`src/hw/ptbi_cfg.svh`:
```
`ifndef PTBI_CFG_SVH
`define PTBI_CFG_SVH
// Summary of operation
// - charging-header low-pressure trip bypassed only in shutdown/refuel, after scram, all four switches set
// - annunciate while the charging-header low-pressure bypass is in effect
// - startup or run mode cancels the charging-header bypass whatever the switches say
// - separate alarm when any charging bypass switch is set in startup or run
// - rod-withdrawal inhibit whenever any charging bypass switch is set, any mode
// - isolation-valve closure trip bypassed and annunciated outside run mode
// - shutdown-position mode trip bypassed automatically about ten seconds after it starts
// - run mode bypasses every startup-range monitor scram trip and annunciates it on srm_byp
// - run mode disables the startup-range monitor rod-block outputs
// - run mode drops non-coincident flux trips where selected; those systems stay coincident
// - abnormal alarm in run mode when any coincidence switch is non-coincident
// - maintenance bypasses never mask a trip function, only reduce redundancy
// - status alarm whenever any maintenance bypass is in effect
// - one sensor-division bypass input per division, at most one granted at once
// - annunciate sensor-division bypass and show which division it is
// - four out-of-service bypass inputs, only one trip logic unit bypassed at once
// - annunciate out-of-service bypass and show which division is out
// - manual trip of an out-of-service division still trips that division
// - sensor and out-of-service bypasses are granted independently of each other
// - selector decodes to shutdown, refuel, startup and run driving all mode logic
// - shutdown position of the selector initiates a scram trip
// - two manual scram inputs, one per actuator power division, acting independently
// - trips latch until manual reset; division trip resets ignored about ten seconds after trip, manual latches reset at once

// ==========================================================================
// timing
`define PTBI_CLK_HZ        64'd250_000_000
`define PTBI_DELAY_S       64'd10
`define PTBI_DELAY_CYC     (32'(`PTBI_CLK_HZ * `PTBI_DELAY_S))
// ==========================================================================
// mode selector encoding (gray along shutdown-refuel-startup-run)
`define PTBI_MODE_SD       2'h0
`define PTBI_MODE_RF       2'h1
`define PTBI_MODE_SU       2'h3
`define PTBI_MODE_RUN      2'h2
// ==========================================================================
// register offsets (byte addresses)
`define PTBI_STATUS_OFS    12'h000
`define PTBI_TRIP_OFS      12'h004
`define PTBI_BYPASS_OFS    12'h008
`define PTBI_CTRL_OFS      12'h00c
// field positions
`define PTBI_CTRL_MAN_RST  4
`define PTBI_BYP_OOS_LSB   4
`define PTBI_STAT_FSM_LSB  2
`define PTBI_STAT_ALM_LSB  4
`define PTBI_TRIP_MAN_LSB  4
`define PTBI_TRIP_SEEN     6
`define PTBI_TRIP_MDIV_LSB 8
`endif

```
`src/hw/ptbi_pkg.sv`:
```
`include "ptbi_cfg.svh"
package ptbi_pkg;
   typedef enum logic [1:0] {
      PTBI_MODE_SHUTDOWN = `PTBI_MODE_SD,
      PTBI_MODE_REFUEL   = `PTBI_MODE_RF,
      PTBI_MODE_STARTUP  = `PTBI_MODE_SU,
      PTBI_MODE_RUN      = `PTBI_MODE_RUN
   } ptbi_mode_t;

   // shutdown mode-trip sequencer
   typedef enum logic [1:0] {
      PTBI_SD_IDLE     = 2'h0,
      PTBI_SD_TIMING   = 2'h1,
      PTBI_SD_BYPASSED = 2'h3
   } ptbi_sd_state_t;

   typedef struct packed {
      ptbi_sd_state_t   sd_state;
      logic [31:0]      sd_tmr;
      logic [3:0]       div_latch;
      logic [3:0]       man_div_latch;
      logic [3:0][31:0] div_tmr;
      logic [1:0]       man_latch;
      logic             scram_seen;
      logic [3:0]       sens_grant;
      logic [3:0]       oos_grant;
      logic [31:0]      prdata;
      logic             slverr;
      logic [3:0]       div_trip_out;
      logic [1:0]       man_trip_out;
      logic             chg_byp_annc;
      logic             chg_alarm;
      logic             rod_inhibit;
      logic             isolation_valve_byp;
      logic             srm_byp;
      logic [3:0]       srm_block_out;
      logic [3:0]       nc_disable;
      logic             nc_alarm_run;
      logic             nc_alarm_stop;
      logic             maint_alarm;
   } ptbi_state_t;
endpackage : ptbi_pkg

```
`src/hw/ptbi_sync.sv`:
```
`timescale 1ns/1ps
// two-flop synchroniser for a group of switch inputs
module ptbi_sync #(
   parameter int W = 1
) (
   // clock and reset
   input  wire logic         pclk,
   input  wire logic         presetn,
   // raw and synchronised levels
   input  wire logic [W-1:0] din,
   output logic      [W-1:0] dout
);
   logic [W-1:0] meta_reg;

   // ==========================================================================
   // first flop feeds only the second
   always_ff @(posedge pclk or negedge presetn) begin
      if (!presetn) begin
         meta_reg <= '0;
         dout     <= '0;
      end else begin
         meta_reg <= din;
         dout     <= meta_reg;
      end
   end
endmodule : ptbi_sync

```
`src/hw/ptbi_top.sv`:
```
// The placing of the registers and register access over APB were left to the implementer.
`timescale 1ns/1ps
`include "ptbi_cfg.svh"
module ptbi_top #(
   parameter logic [31:0] TRIP_DELAY_CYC = `PTBI_DELAY_CYC
) (
   // clock and reset
   input  wire logic        pclk,
   input  wire logic        presetn,
   // apb slave
   input  wire logic        psel,
   input  wire logic        penable,
   input  wire logic        pwrite,
   input  wire logic [11:0] paddr,
   input  wire logic [31:0] pwdata,
   output logic      [31:0] prdata,
   output logic             pready,
   output logic             pslverr,
   // operator switches (asynchronous pins)
   input  wire logic [1:0]  mode_sel,
   input  wire logic [3:0]  chg_byp_sw,
   input  wire logic [3:0]  sens_byp_sw,
   input  wire logic [3:0]  oos_byp_sw,
   input  wire logic [3:0]  nc_sel_sw,
   input  wire logic [1:0]  man_scram_sw,
   input  wire logic [3:0]  man_div_sw,
   // per trip system conditions from voting logic (same clock)
   input  wire logic [3:0]  chg_low_trip,
   input  wire logic [3:0]  isolation_valve_trip,
   input  wire logic [3:0]  startup_range_monitor_trip,
   input  wire logic [3:0]  flux_monitor_nc_trip,
   input  wire logic [3:0]  other_trip,
   input  wire logic [3:0]  srm_rod_block_in,
   // trip and bypass outputs
   output logic      [3:0]  div_trip_out,
   output logic      [1:0]  man_trip_out,
   output logic      [3:0]  sens_byp_div,
   output logic      [3:0]  oos_byp_div,
   output logic      [3:0]  srm_block_out,
   output logic      [3:0]  nc_disable,
   // annunciation and alarms
   output logic             chg_byp_annc,
   output logic             chg_alarm,
   output logic             rod_inhibit,
   output logic             isolation_valve_byp,
   output logic             srm_byp,
   output logic             nc_alarm_run,
   output logic             nc_alarm_stop,
   output logic             maint_alarm,
   output logic             sens_byp_annc,
   output logic             oos_byp_annc
);
   import ptbi_pkg::*;

   ptbi_state_t st_reg;
   ptbi_state_t st_next;
   logic [23:0] sw_s;
   logic [1:0]  mode_s;
   logic [3:0]  chg_sw_s;
   logic [3:0]  sens_sw_s;
   logic [3:0]  oos_sw_s;
   logic [3:0]  nc_sw_s;
   logic [1:0]  man_sw_s;
   logic [3:0]  man_div_s;

   // ==========================================================================
   // input synchronisation; the selector travels inverted so a cleared
   // synchroniser reads as startup, not shutdown, and reset release gives no false trip
   ptbi_sync #(.W(24)) ptbi_sync_i (
      .pclk    (pclk),
      .presetn (presetn),
      .din     ({man_div_sw, man_scram_sw, nc_sel_sw, oos_byp_sw, sens_byp_sw, chg_byp_sw, ~mode_sel}),
      .dout    (sw_s)
   );
   assign mode_s    = ~sw_s[1:0];
   assign chg_sw_s  = sw_s[5:2];
   assign sens_sw_s = sw_s[9:6];
   assign oos_sw_s  = sw_s[13:10];
   assign nc_sw_s   = sw_s[17:14];
   assign man_sw_s  = sw_s[19:18];
   assign man_div_s = sw_s[23:20];

   // ==========================================================================
   // one-division interlock: a held grant stays, else the lowest request wins
   function automatic logic [3:0] ptbi_pick_one(input logic [3:0] cur, input logic [3:0] req);
      logic [3:0] res;
      res = 4'h0;
      if (|(cur & req)) begin
         res = cur;
      end else begin
         for (int i = 3; i >= 0; i--) begin
            if (req[i]) begin
               res = 4'h0;
               res[i] = 1'b1;
            end
         end
      end
      return res;
   endfunction : ptbi_pick_one

   // ==========================================================================
   // next-state logic
   always_comb begin
      ptbi_mode_t mode;
      logic       is_sd;
      logic       is_rf;
      logic       is_run;
      logic       sd_trip;
      logic       chg_byp;
      logic [3:0] raw;
      logic [3:0] rst_div;
      logic       rst_man;
      logic       wr_ctrl;
      logic [2:0] ndiv;
      mode    = ptbi_mode_t'(mode_s);
      is_sd   = (mode == PTBI_MODE_SHUTDOWN);
      is_rf   = (mode == PTBI_MODE_REFUEL);
      is_run  = (mode == PTBI_MODE_RUN);
      st_next = st_reg;
      ndiv    = 3'h0;

      // apb write to the control register pulses the reset requests
      wr_ctrl = psel && penable && pwrite && (paddr == `PTBI_CTRL_OFS);
      rst_div = wr_ctrl ? pwdata[3:0] : 4'h0;
      rst_man = wr_ctrl && pwdata[`PTBI_CTRL_MAN_RST];

      // shutdown mode trip, self-bypassed after the delay
      case (st_reg.sd_state)
         PTBI_SD_IDLE: begin
            st_next.sd_tmr = 32'h0;
            if (is_sd) begin
               st_next.sd_state = PTBI_SD_TIMING;
            end
         end
         PTBI_SD_TIMING: begin
            st_next.sd_tmr = st_reg.sd_tmr + 32'h1;
            if (!is_sd) begin
               st_next.sd_state = PTBI_SD_IDLE;
            end else if (st_reg.sd_tmr >= TRIP_DELAY_CYC - 32'h1) begin
               st_next.sd_state = PTBI_SD_BYPASSED;
            end
         end
         PTBI_SD_BYPASSED: begin
            if (!is_sd) begin
               st_next.sd_state = PTBI_SD_IDLE;
            end
         end
         default: begin
            st_next.sd_state = PTBI_SD_IDLE;
         end
      endcase
      sd_trip = is_sd && (st_reg.sd_state != PTBI_SD_BYPASSED);

      // operational bypasses; mode test also cancels it in startup/run
      chg_byp = (is_sd || is_rf) && st_reg.scram_seen && (&chg_sw_s);
      st_next.isolation_valve_byp = !is_run;
      st_next.srm_byp             = is_run;
      st_next.nc_disable          = is_run ? nc_sw_s : 4'h0;

      // raw per-system trip: maintenance bypasses never enter here
      raw = (chg_low_trip & {4{!chg_byp}})
          | (isolation_valve_trip & {4{is_run}})
          | (startup_range_monitor_trip & {4{!is_run}})
          | (flux_monitor_nc_trip & nc_sw_s & {4{!is_run}})
          | other_trip
          | {4{sd_trip}};

      // seal-in with reset lockout; a new trip beats a reset
      for (int d = 0; d < 4; d++) begin
         if (raw[d] && !st_reg.div_latch[d]) begin
            st_next.div_latch[d] = 1'b1;
            st_next.div_tmr[d]   = 32'h0;
         end else if (st_reg.div_latch[d]) begin
            if (st_reg.div_tmr[d] < TRIP_DELAY_CYC) begin
               st_next.div_tmr[d] = st_reg.div_tmr[d] + 32'h1;
            end
            if (rst_div[d] && !raw[d] && (st_reg.div_tmr[d] >= TRIP_DELAY_CYC)) begin
               st_next.div_latch[d] = 1'b0;
            end
         end
         if (man_div_s[d]) begin
            st_next.man_div_latch[d] = 1'b1;
         end else if (rst_div[d]) begin
            st_next.man_div_latch[d] = 1'b0;
         end
      end

      // manual scram systems, each on its own actuator power division
      for (int m = 0; m < 2; m++) begin
         if (man_sw_s[m] || sd_trip) begin
            st_next.man_latch[m] = 1'b1;
         end else if (rst_man) begin
            st_next.man_latch[m] = 1'b0;
         end
      end

      // maintenance bypass grants, judged independently
      st_next.sens_grant = ptbi_pick_one(st_reg.sens_grant, sens_sw_s);
      st_next.oos_grant  = ptbi_pick_one(st_reg.oos_grant, oos_sw_s);

      // outputs registered from the next state, so they line up with it
      st_next.div_trip_out = (st_next.div_latch & ~st_next.oos_grant) | st_next.man_div_latch;
      st_next.man_trip_out = st_next.man_latch;
      for (int d = 0; d < 4; d++) begin
         ndiv = ndiv + {2'h0, st_next.div_trip_out[d]};
      end

      // scram seen stays until every trip system is reset
      if ((ndiv >= 3'h2) || (&st_next.man_latch)) begin
         st_next.scram_seen = 1'b1;
      end else if (st_next.div_trip_out == 4'h0 && st_next.man_latch == 2'h0) begin
         st_next.scram_seen = 1'b0;
      end

      st_next.chg_byp_annc  = chg_byp;
      st_next.chg_alarm     = (|chg_sw_s) && !is_sd && !is_rf;
      st_next.rod_inhibit   = |chg_sw_s;
      st_next.srm_block_out = srm_rod_block_in & {4{!is_run}};
      st_next.nc_alarm_run  = is_run && (|nc_sw_s);
      st_next.nc_alarm_stop = !is_run && (|nc_sw_s);
      st_next.maint_alarm   = (|st_next.sens_grant) || (|st_next.oos_grant);

      // apb read data and error captured in the setup phase
      if (psel && !penable) begin
         st_next.prdata = 32'h0;
         st_next.slverr = 1'b0;
         if (paddr == `PTBI_STATUS_OFS) begin
            st_next.prdata[1:0] = mode_s;
            st_next.prdata[`PTBI_STAT_FSM_LSB +: 2] = st_reg.sd_state;
            st_next.prdata[`PTBI_STAT_ALM_LSB +: 9] = {st_reg.maint_alarm, st_reg.nc_alarm_stop,
               st_reg.nc_alarm_run, st_reg.srm_byp, st_reg.isolation_valve_byp, st_reg.rod_inhibit,
               st_reg.chg_alarm, st_reg.chg_byp_annc, sd_trip};
         end else if (paddr == `PTBI_TRIP_OFS) begin
            st_next.prdata[3:0] = st_reg.div_latch;
            st_next.prdata[`PTBI_TRIP_MAN_LSB +: 2] = st_reg.man_latch;
            st_next.prdata[`PTBI_TRIP_SEEN] = st_reg.scram_seen;
            st_next.prdata[`PTBI_TRIP_MDIV_LSB +: 4] = st_reg.man_div_latch;
         end else if (paddr == `PTBI_BYPASS_OFS) begin
            st_next.prdata[3:0] = st_reg.sens_grant;
            st_next.prdata[`PTBI_BYP_OOS_LSB +: 4] = st_reg.oos_grant;
         end else if (paddr == `PTBI_CTRL_OFS) begin
            st_next.prdata = 32'h0; // write-only pulses read as zero
         end else begin
            st_next.slverr = 1'b1;
         end
      end
   end

   // ==========================================================================
   // state register; trip latches come up clear, outside-run bypass comes up off too
   always_ff @(posedge pclk or negedge presetn) begin
      if (!presetn) begin
         st_reg <= '0;
      end else begin
         st_reg <= st_next;
      end
   end

   // ==========================================================================
   // output assignments
   assign prdata              = st_reg.prdata;
   assign pready              = 1'b1; // zero-wait slave
   assign pslverr             = st_reg.slverr && psel && penable;
   assign div_trip_out        = st_reg.div_trip_out;
   assign man_trip_out        = st_reg.man_trip_out;
   assign sens_byp_div        = st_reg.sens_grant;
   assign oos_byp_div         = st_reg.oos_grant;
   assign sens_byp_annc       = |st_reg.sens_grant;
   assign oos_byp_annc        = |st_reg.oos_grant;
   assign srm_block_out       = st_reg.srm_block_out;
   assign nc_disable          = st_reg.nc_disable;
   assign chg_byp_annc        = st_reg.chg_byp_annc;
   assign chg_alarm           = st_reg.chg_alarm;
   assign rod_inhibit         = st_reg.rod_inhibit;
   assign isolation_valve_byp = st_reg.isolation_valve_byp;
   assign srm_byp             = st_reg.srm_byp;
   assign nc_alarm_run        = st_reg.nc_alarm_run;
   assign nc_alarm_stop       = st_reg.nc_alarm_stop;
   assign maint_alarm         = st_reg.maint_alarm;
endmodule : ptbi_top

```
`config.mk`:
```
export PLATFORM = sky130hd
export DESIGN_NAME = ptbi_top
export DESIGN_NICKNAME = d
export VERILOG_FILES = /design/src/hw/ptbi_pkg.sv /design/src/hw/ptbi_sync.sv /design/src/hw/ptbi_top.sv
export VERILOG_INCLUDE_DIRS = /design/src /design/src/hw
export SDC_FILE = /design/constraint.sdc
export NUM_CORES = 1
export LEC_CHECK = 0
export BUFFER_PORTS_ARGS = -buffer_cell sky130_fd_sc_hd__clkbuf_2
export CAP_MARGIN = 20
export CORE_MARGIN = 3
export CORE_UTILIZATION = 34
export DETAILED_ROUTE_END_ITERATION = 6
export PLACE_DENSITY = 0.56
export SLEW_MARGIN = 20
export SYNTH_ARGS = -nofsm -noshare
export SYNTH_HDL_FRONTEND = slang
export SYNTH_SLANG_ARGS = --single-unit
```
`constraint.sdc`:
```
create_clock -name pclk -period 6.2 [get_ports pclk]
set_clock_uncertainty 0.15 [all_clocks]
set_input_delay 0.31 -clock pclk [delete_from_list [all_inputs] [get_ports pclk]]
set_output_delay 0.31 -clock pclk [all_outputs]
set_load 0.01 [all_outputs]
```
# --- After elaboration in Yosys (flattened, before gate mapping) ---
# Index checks and enable logic that the tools add are counted.
totals:
  regBits: 263
  latch_bits: 0
  ramBits: 0
  rom_bits: 0
  output_inout_bits: 66
  wordCells: 214
  mem_count: 0
op_classes:
  n_addsub: 8
  mul: 0
  div_mod_pow: 0
  order_cmp: 10
  eq_ne: 11
  n_shift: 0
  n_mux: 65
  bitwise_logic: 18
  reduce_logical: 75
ops:
  columns: ["operator", "n"]
  rows:
  - ["$mux 32", 12]
  - ["$add 32x1->32 const B", 5]
  - ["$ge 32x32->1 const B", 5]
  - ["$lt 32x32->1 const B", 4]
  - ["$pmux 32 s2", 1]
  - ["$mux 4", 13]
  - ["$and 4x4->4", 9]
  - ["$reduce_or 4->1", 8]
  - ["$mux 1", 31]
  - ["$logic_and 1x1->1", 27]
  - ["$eq 12x4->1 const B", 2]
  - ["$or 4x4->4", 6]
  - ["$reduce_bool 2->1", 10]
  - ["$logic_not 1->1", 13]
  - ["$mux 13", 1]
  - ["$eq 12x3->1 const B", 1]
  - ["$logic_not 12->1", 1]
  - ["$reduce_and 2->1", 5]
  - ["$mux 2", 4]
  - ["$mux 8", 1]
  - ["$mux 7", 1]
  - ["$logic_not 2->1", 3]
  - ["$ne 2x2->1 const B", 3]
  - ["$pmux 2 s3", 1]
  - ["13 further kinds", 20]

# --- Longest topological paths before layout ---
depth:
  depth_word: 26
  ltp_mapped: 12

# --- Cells and area by module ---
# From an unflattened synthesis, not the netlist that was laid out.
unflattened:
  hier_cells: 1248
  area_unflattened_um2: 12441.9
by_module_without_submodules:
  columns: ["mod", "n_inst", "cells_per_inst", "area_each_um2", "seq_area_each_um2"]
  rows:
  - ["ptbi_top", 1, 1200, 11240.8, 5380.2]
  - ["ptbi_sync", 1, 48, 1201.2, 1201.2]

# --- Worst setup path after synthesis ---
# Ideal clock, no wire load.
synth_path:
  kind: "reg2reg"
  startpoint: "reg st_reg[189] (netlist bit)"
  endpoint: "reg st_reg[63] (netlist bit)"
  setup_time_ps: 131
  arrival_time_ps: 2760
  t_required_ps: 5919
  slack_ps: 3159
  stages_incl_launch_ff: 11
  path_cell_list: "dfrtp_1 and4bb_1 nand4_2 or3_4 a221o_1 a21o_1 fa_1 nor3b_1 nand2_1 a2111oi_2 o22ai_1"
synth_lines:
  columns: ["item", "line", "text"]
  rows:
  - ["from (decl)", "ptbi_top.sv:55", "ptbi_state_t st_reg;"]
  - ["from (signal assigned)", "ptbi_top.sv:255", "st_reg <= st_next;"]

==> metrics.md <==
| Metric | Value |
|---|---|
| Max_cap viols | 0 |
| Number of cell rows | 70 |
| Number of cells produced by synthesis | 1309 |
| Overall fraction of global-route tracks in use | 0.156 |
| Highest clock rate | 267 MHz |
| Classification of the worst-slack hold path | in -> reg |
| Number of antenna violations at the first check in global routing | 0 |
| Endpoint required time on the critical path | 6470 ps |
| Maximum number of pins on one net before global-route repair | 140 |
| CP max FO | 16 |
| Power density cells | 306 nW/µm² |
| Global placement routability congestion | 0.822 |
| Depth of the worst register-to-register path | 11 |
| Fin nets | 1522 |
| Worst Setup Start Kind | flop |
| H-tree depth reported by CTS | 1 |
| Detailed placer's ending HPWL | 22000 µm |
| Number of remaining DRC errors | 0 |
| Clock tree root driver cell | clkbuf_16 |
| Cell area after layout | 15100 µm² |
| Share of the yosys chip area belonging to registers | 0.512 |
| Ratio of final minimum period to clock period | 0.603 |
| Worst Path Arrival | 4010 ps |
| Reg2Reg Launch Point | ptbi_sync_i.dout[1] |
| Number of global-route vias before repair | 9455 |
| R2r setup slk | 2460 ps |
| Post-CTS setup buffer count | 0 |
| Fin. Hold Viols | 0 |
| Post-synthesis instance area | 12900 µm² |
| DIE AREA | 40200 µm² |
| Warning count from the yosys run | 0 |
| Class of the most critical setup path | reg -> reg |
| Predominant post-synthesis flop cell | dfrtp_1 |
| Worst-case headroom to the max-slew limit | 0.365 |
| Residual overflow from global routing | 0 |
| Number of vias after detailed routing | 9866 |
| Result of the run | finished, final reports clean |
| Routed vias/inst | 5.09 |
| Overall Power | 4630 µW |
| Inserted Clock Buffers | 29 |
| Core area | 37000 µm² |
| Number of instances on the worst hold path | 5 |
| Leakage component of the power | 0.00637 µW |
| Clk sinks | 263 |
| Post-Syn Area per Cell | 9.82 µm² |
| Crit Reg-Reg Endpoint | st_reg[63] |
| Number of distinct library cells after synthesis | 77 |
| Router iterations before antenna repair | 6 |
| Max IR drop VDD | 0.165 mV |
| Unrepaired setup endpoints after global routing | no |
| # diodes | 0 |
| Clock transition at the registers of the reported paths | 60 ps |
| Antenna-violating nets left | 0 |
| Crit path time final | 3740 ps |
| Hold Path Origin | other_trip[0] |
| Top-Level Pins | 163 |
| Number of resized instances in the post-cts repair step | 0 |
| Max clock buf depth | 3 |
| Buffers on Ports | 115 |
| Worst-skew pair later-pin latency | 560 ps |
| First-pass GRT wire length | 51500 µm |
| Endpoint kind of the worst setup timing path | flop |
| Initial cell density of the core | 0.348 |
| FF+latch count, synth | 263 |
| Number of DRC markers in iteration 0 | 613 |
| Number of flip-flops in the largest register | 172 |
| CTS tree | done |
| Die Ht | 200 µm |
| Area after DPL | 13700 µm² |
| Async set-reset flop share out of synthesis | 1.00 |
| Routed length per instance | 16.3 µm |
| Layout-stage area growth over the synthesis result | 17.5% |
| Fraction of layout instances using a drive strength above 1 | 0.139 |
| Number of max-slew violations in the final report | 0 |
| Number of enable flip-flop cells after synthesis | 0 |
| Setup TNS | 0 ps |
| Endpoint, Worst Hold | st_reg[198] |
| Die width | 200 µm |
| Drt total wl | 31700 µm |
| Worst slew pin tran | 952 ps |
| Final-report setup violation count | 0 |
| Core occupancy in the finished layout | 0.409 |
## synth_stat cells, types with 15 or more instances
library cell / count / area, µm²
and3_1: 33 / 206
buf_4: 55 / 413
and4_1: 15 / 131
inv_1: 35 / 131
xnor2_1: 44 / 385
a21oi_1: 60 / 300
or3_1: 21 / 131
nor2_1: 151 / 567
xor2_1: 70 / 613
nand4_1: 60 / 375
and2_1: 21 / 131
clkbuf_1: 46 / 173
nand3_1: 64 / 320
o21ai_0: 42 / 210
nand2_1: 101 / 379
nor3_1: 26 / 130
nor4_1: 34 / 213
dfrtp_1: 263 / 6580
## cell families after synthesis
group | Yosys count | synth area share
adders and majority gates | 11 | 0.0113
xor gates and xnor gates | 114 | 0.0777
buffers and inverters | 140 | 0.0571
and+or+nand+nor | 580 | 0.235
AOI/OAI and AO/OA | 184 | 0.0943
other | 2 | 0.000584
muxes | 15 | 0.0120
DFF | 263 | 0.512
## layout by cell type, fill, tap and decap left out, types with 29 or more instances in the layout
master / n
nor2_1: 150
nand4_1: 60
clkbuf_2: 114
inv_1: 35
dfrtp_1: 263
o21ai_0: 42
clkbuf_16: 29
dlygate4sd3_1: 33
a21oi_1: 58
nor4_1: 34
and3_1: 33
xor2_1: 70
xnor2_1: 44
nand3_1: 64
nand2_1: 101
## worst max-delay path by stage
| stage | startpoint | slack, ps | end |
|---|---|---|---|
| 6_report | ptbi_sync_i.dout[1] | 2460 | st_reg[63] |
| 5_1_grt | ptbi_sync_i.dout[1] | 2200 | st_reg[63] |
| 4_1_cts | ptbi_sync_i.dout[1] | 2410 | st_reg[63] |
| 3_5_place_dp | ptbi_sync_i.dout[1] | 2440 | st_reg[63] |
| 3_3_place_gp | ptbi_sync_i.dout[1] | 2480 | st_reg[63] |
| 2_1_floorplan | st_reg[189] | 3160 | st_reg[63] |
## report_power, final
| group | leakage [µW] | switching, µW | internal, µW |
|---|---|---|---|
| sequential | 0.00324 | 198 | 1880 |
| combinational | 0.00260 | 352 | 233 |
| clock | 0.000540 | 701 | 1260 |
## what timing repair did
| action | CTS | global route |
|---|---|---|
| hold buffers | 33 | 0 |
| endpoints found under the setup margin | 0 | 0 |
| hold endpoints to repair | 158 | 0 |
## layout make-up
class / count / area, µm²
Sequential cell: 263 / 6580
Inverter: 36 / 135
Fill cell: 3658 / 21900
Multi-Input combinational cell: 924 / 5630
Tap cell: 504 / 631
Clock inverter: 10 / 228
Timing Repair Buffer: 160 / 1020
Clock buffer: 42 / 875
## stage by stage
stage	worst slack, ps	instances	hold WS, ps
floorplan	3160	1327	-136
global placement	2480	1854	182
detailed placement	2440	1854	185
CTS	2410	1939	3.89
global route	2200	1939	25.3
finish	2460	1939	26.7
## worst max-delay path: stages, from the launching register on
cell       delay, ps
dfrtp_1          570
nand2b_1         450
inv_2            280
nor2_1            90
a2111o_1         450
a221o_1          350
a21o_1           210
fa_1             420
nor3b_1          210
nand2_1           90
a2111oi_2        220
o22ai_1          120
## per-layer routing
metal,GRT usage,vias to the layer above,wire [µm]
met1,0.228,4841,15100
li1,-,4757,-
met3,0.0293,48,1730
met2,0.236,220,13900
met5,0,-,0
met4,0.0444,0,914
No activity file was read; power rests on OpenSTA's default activity.
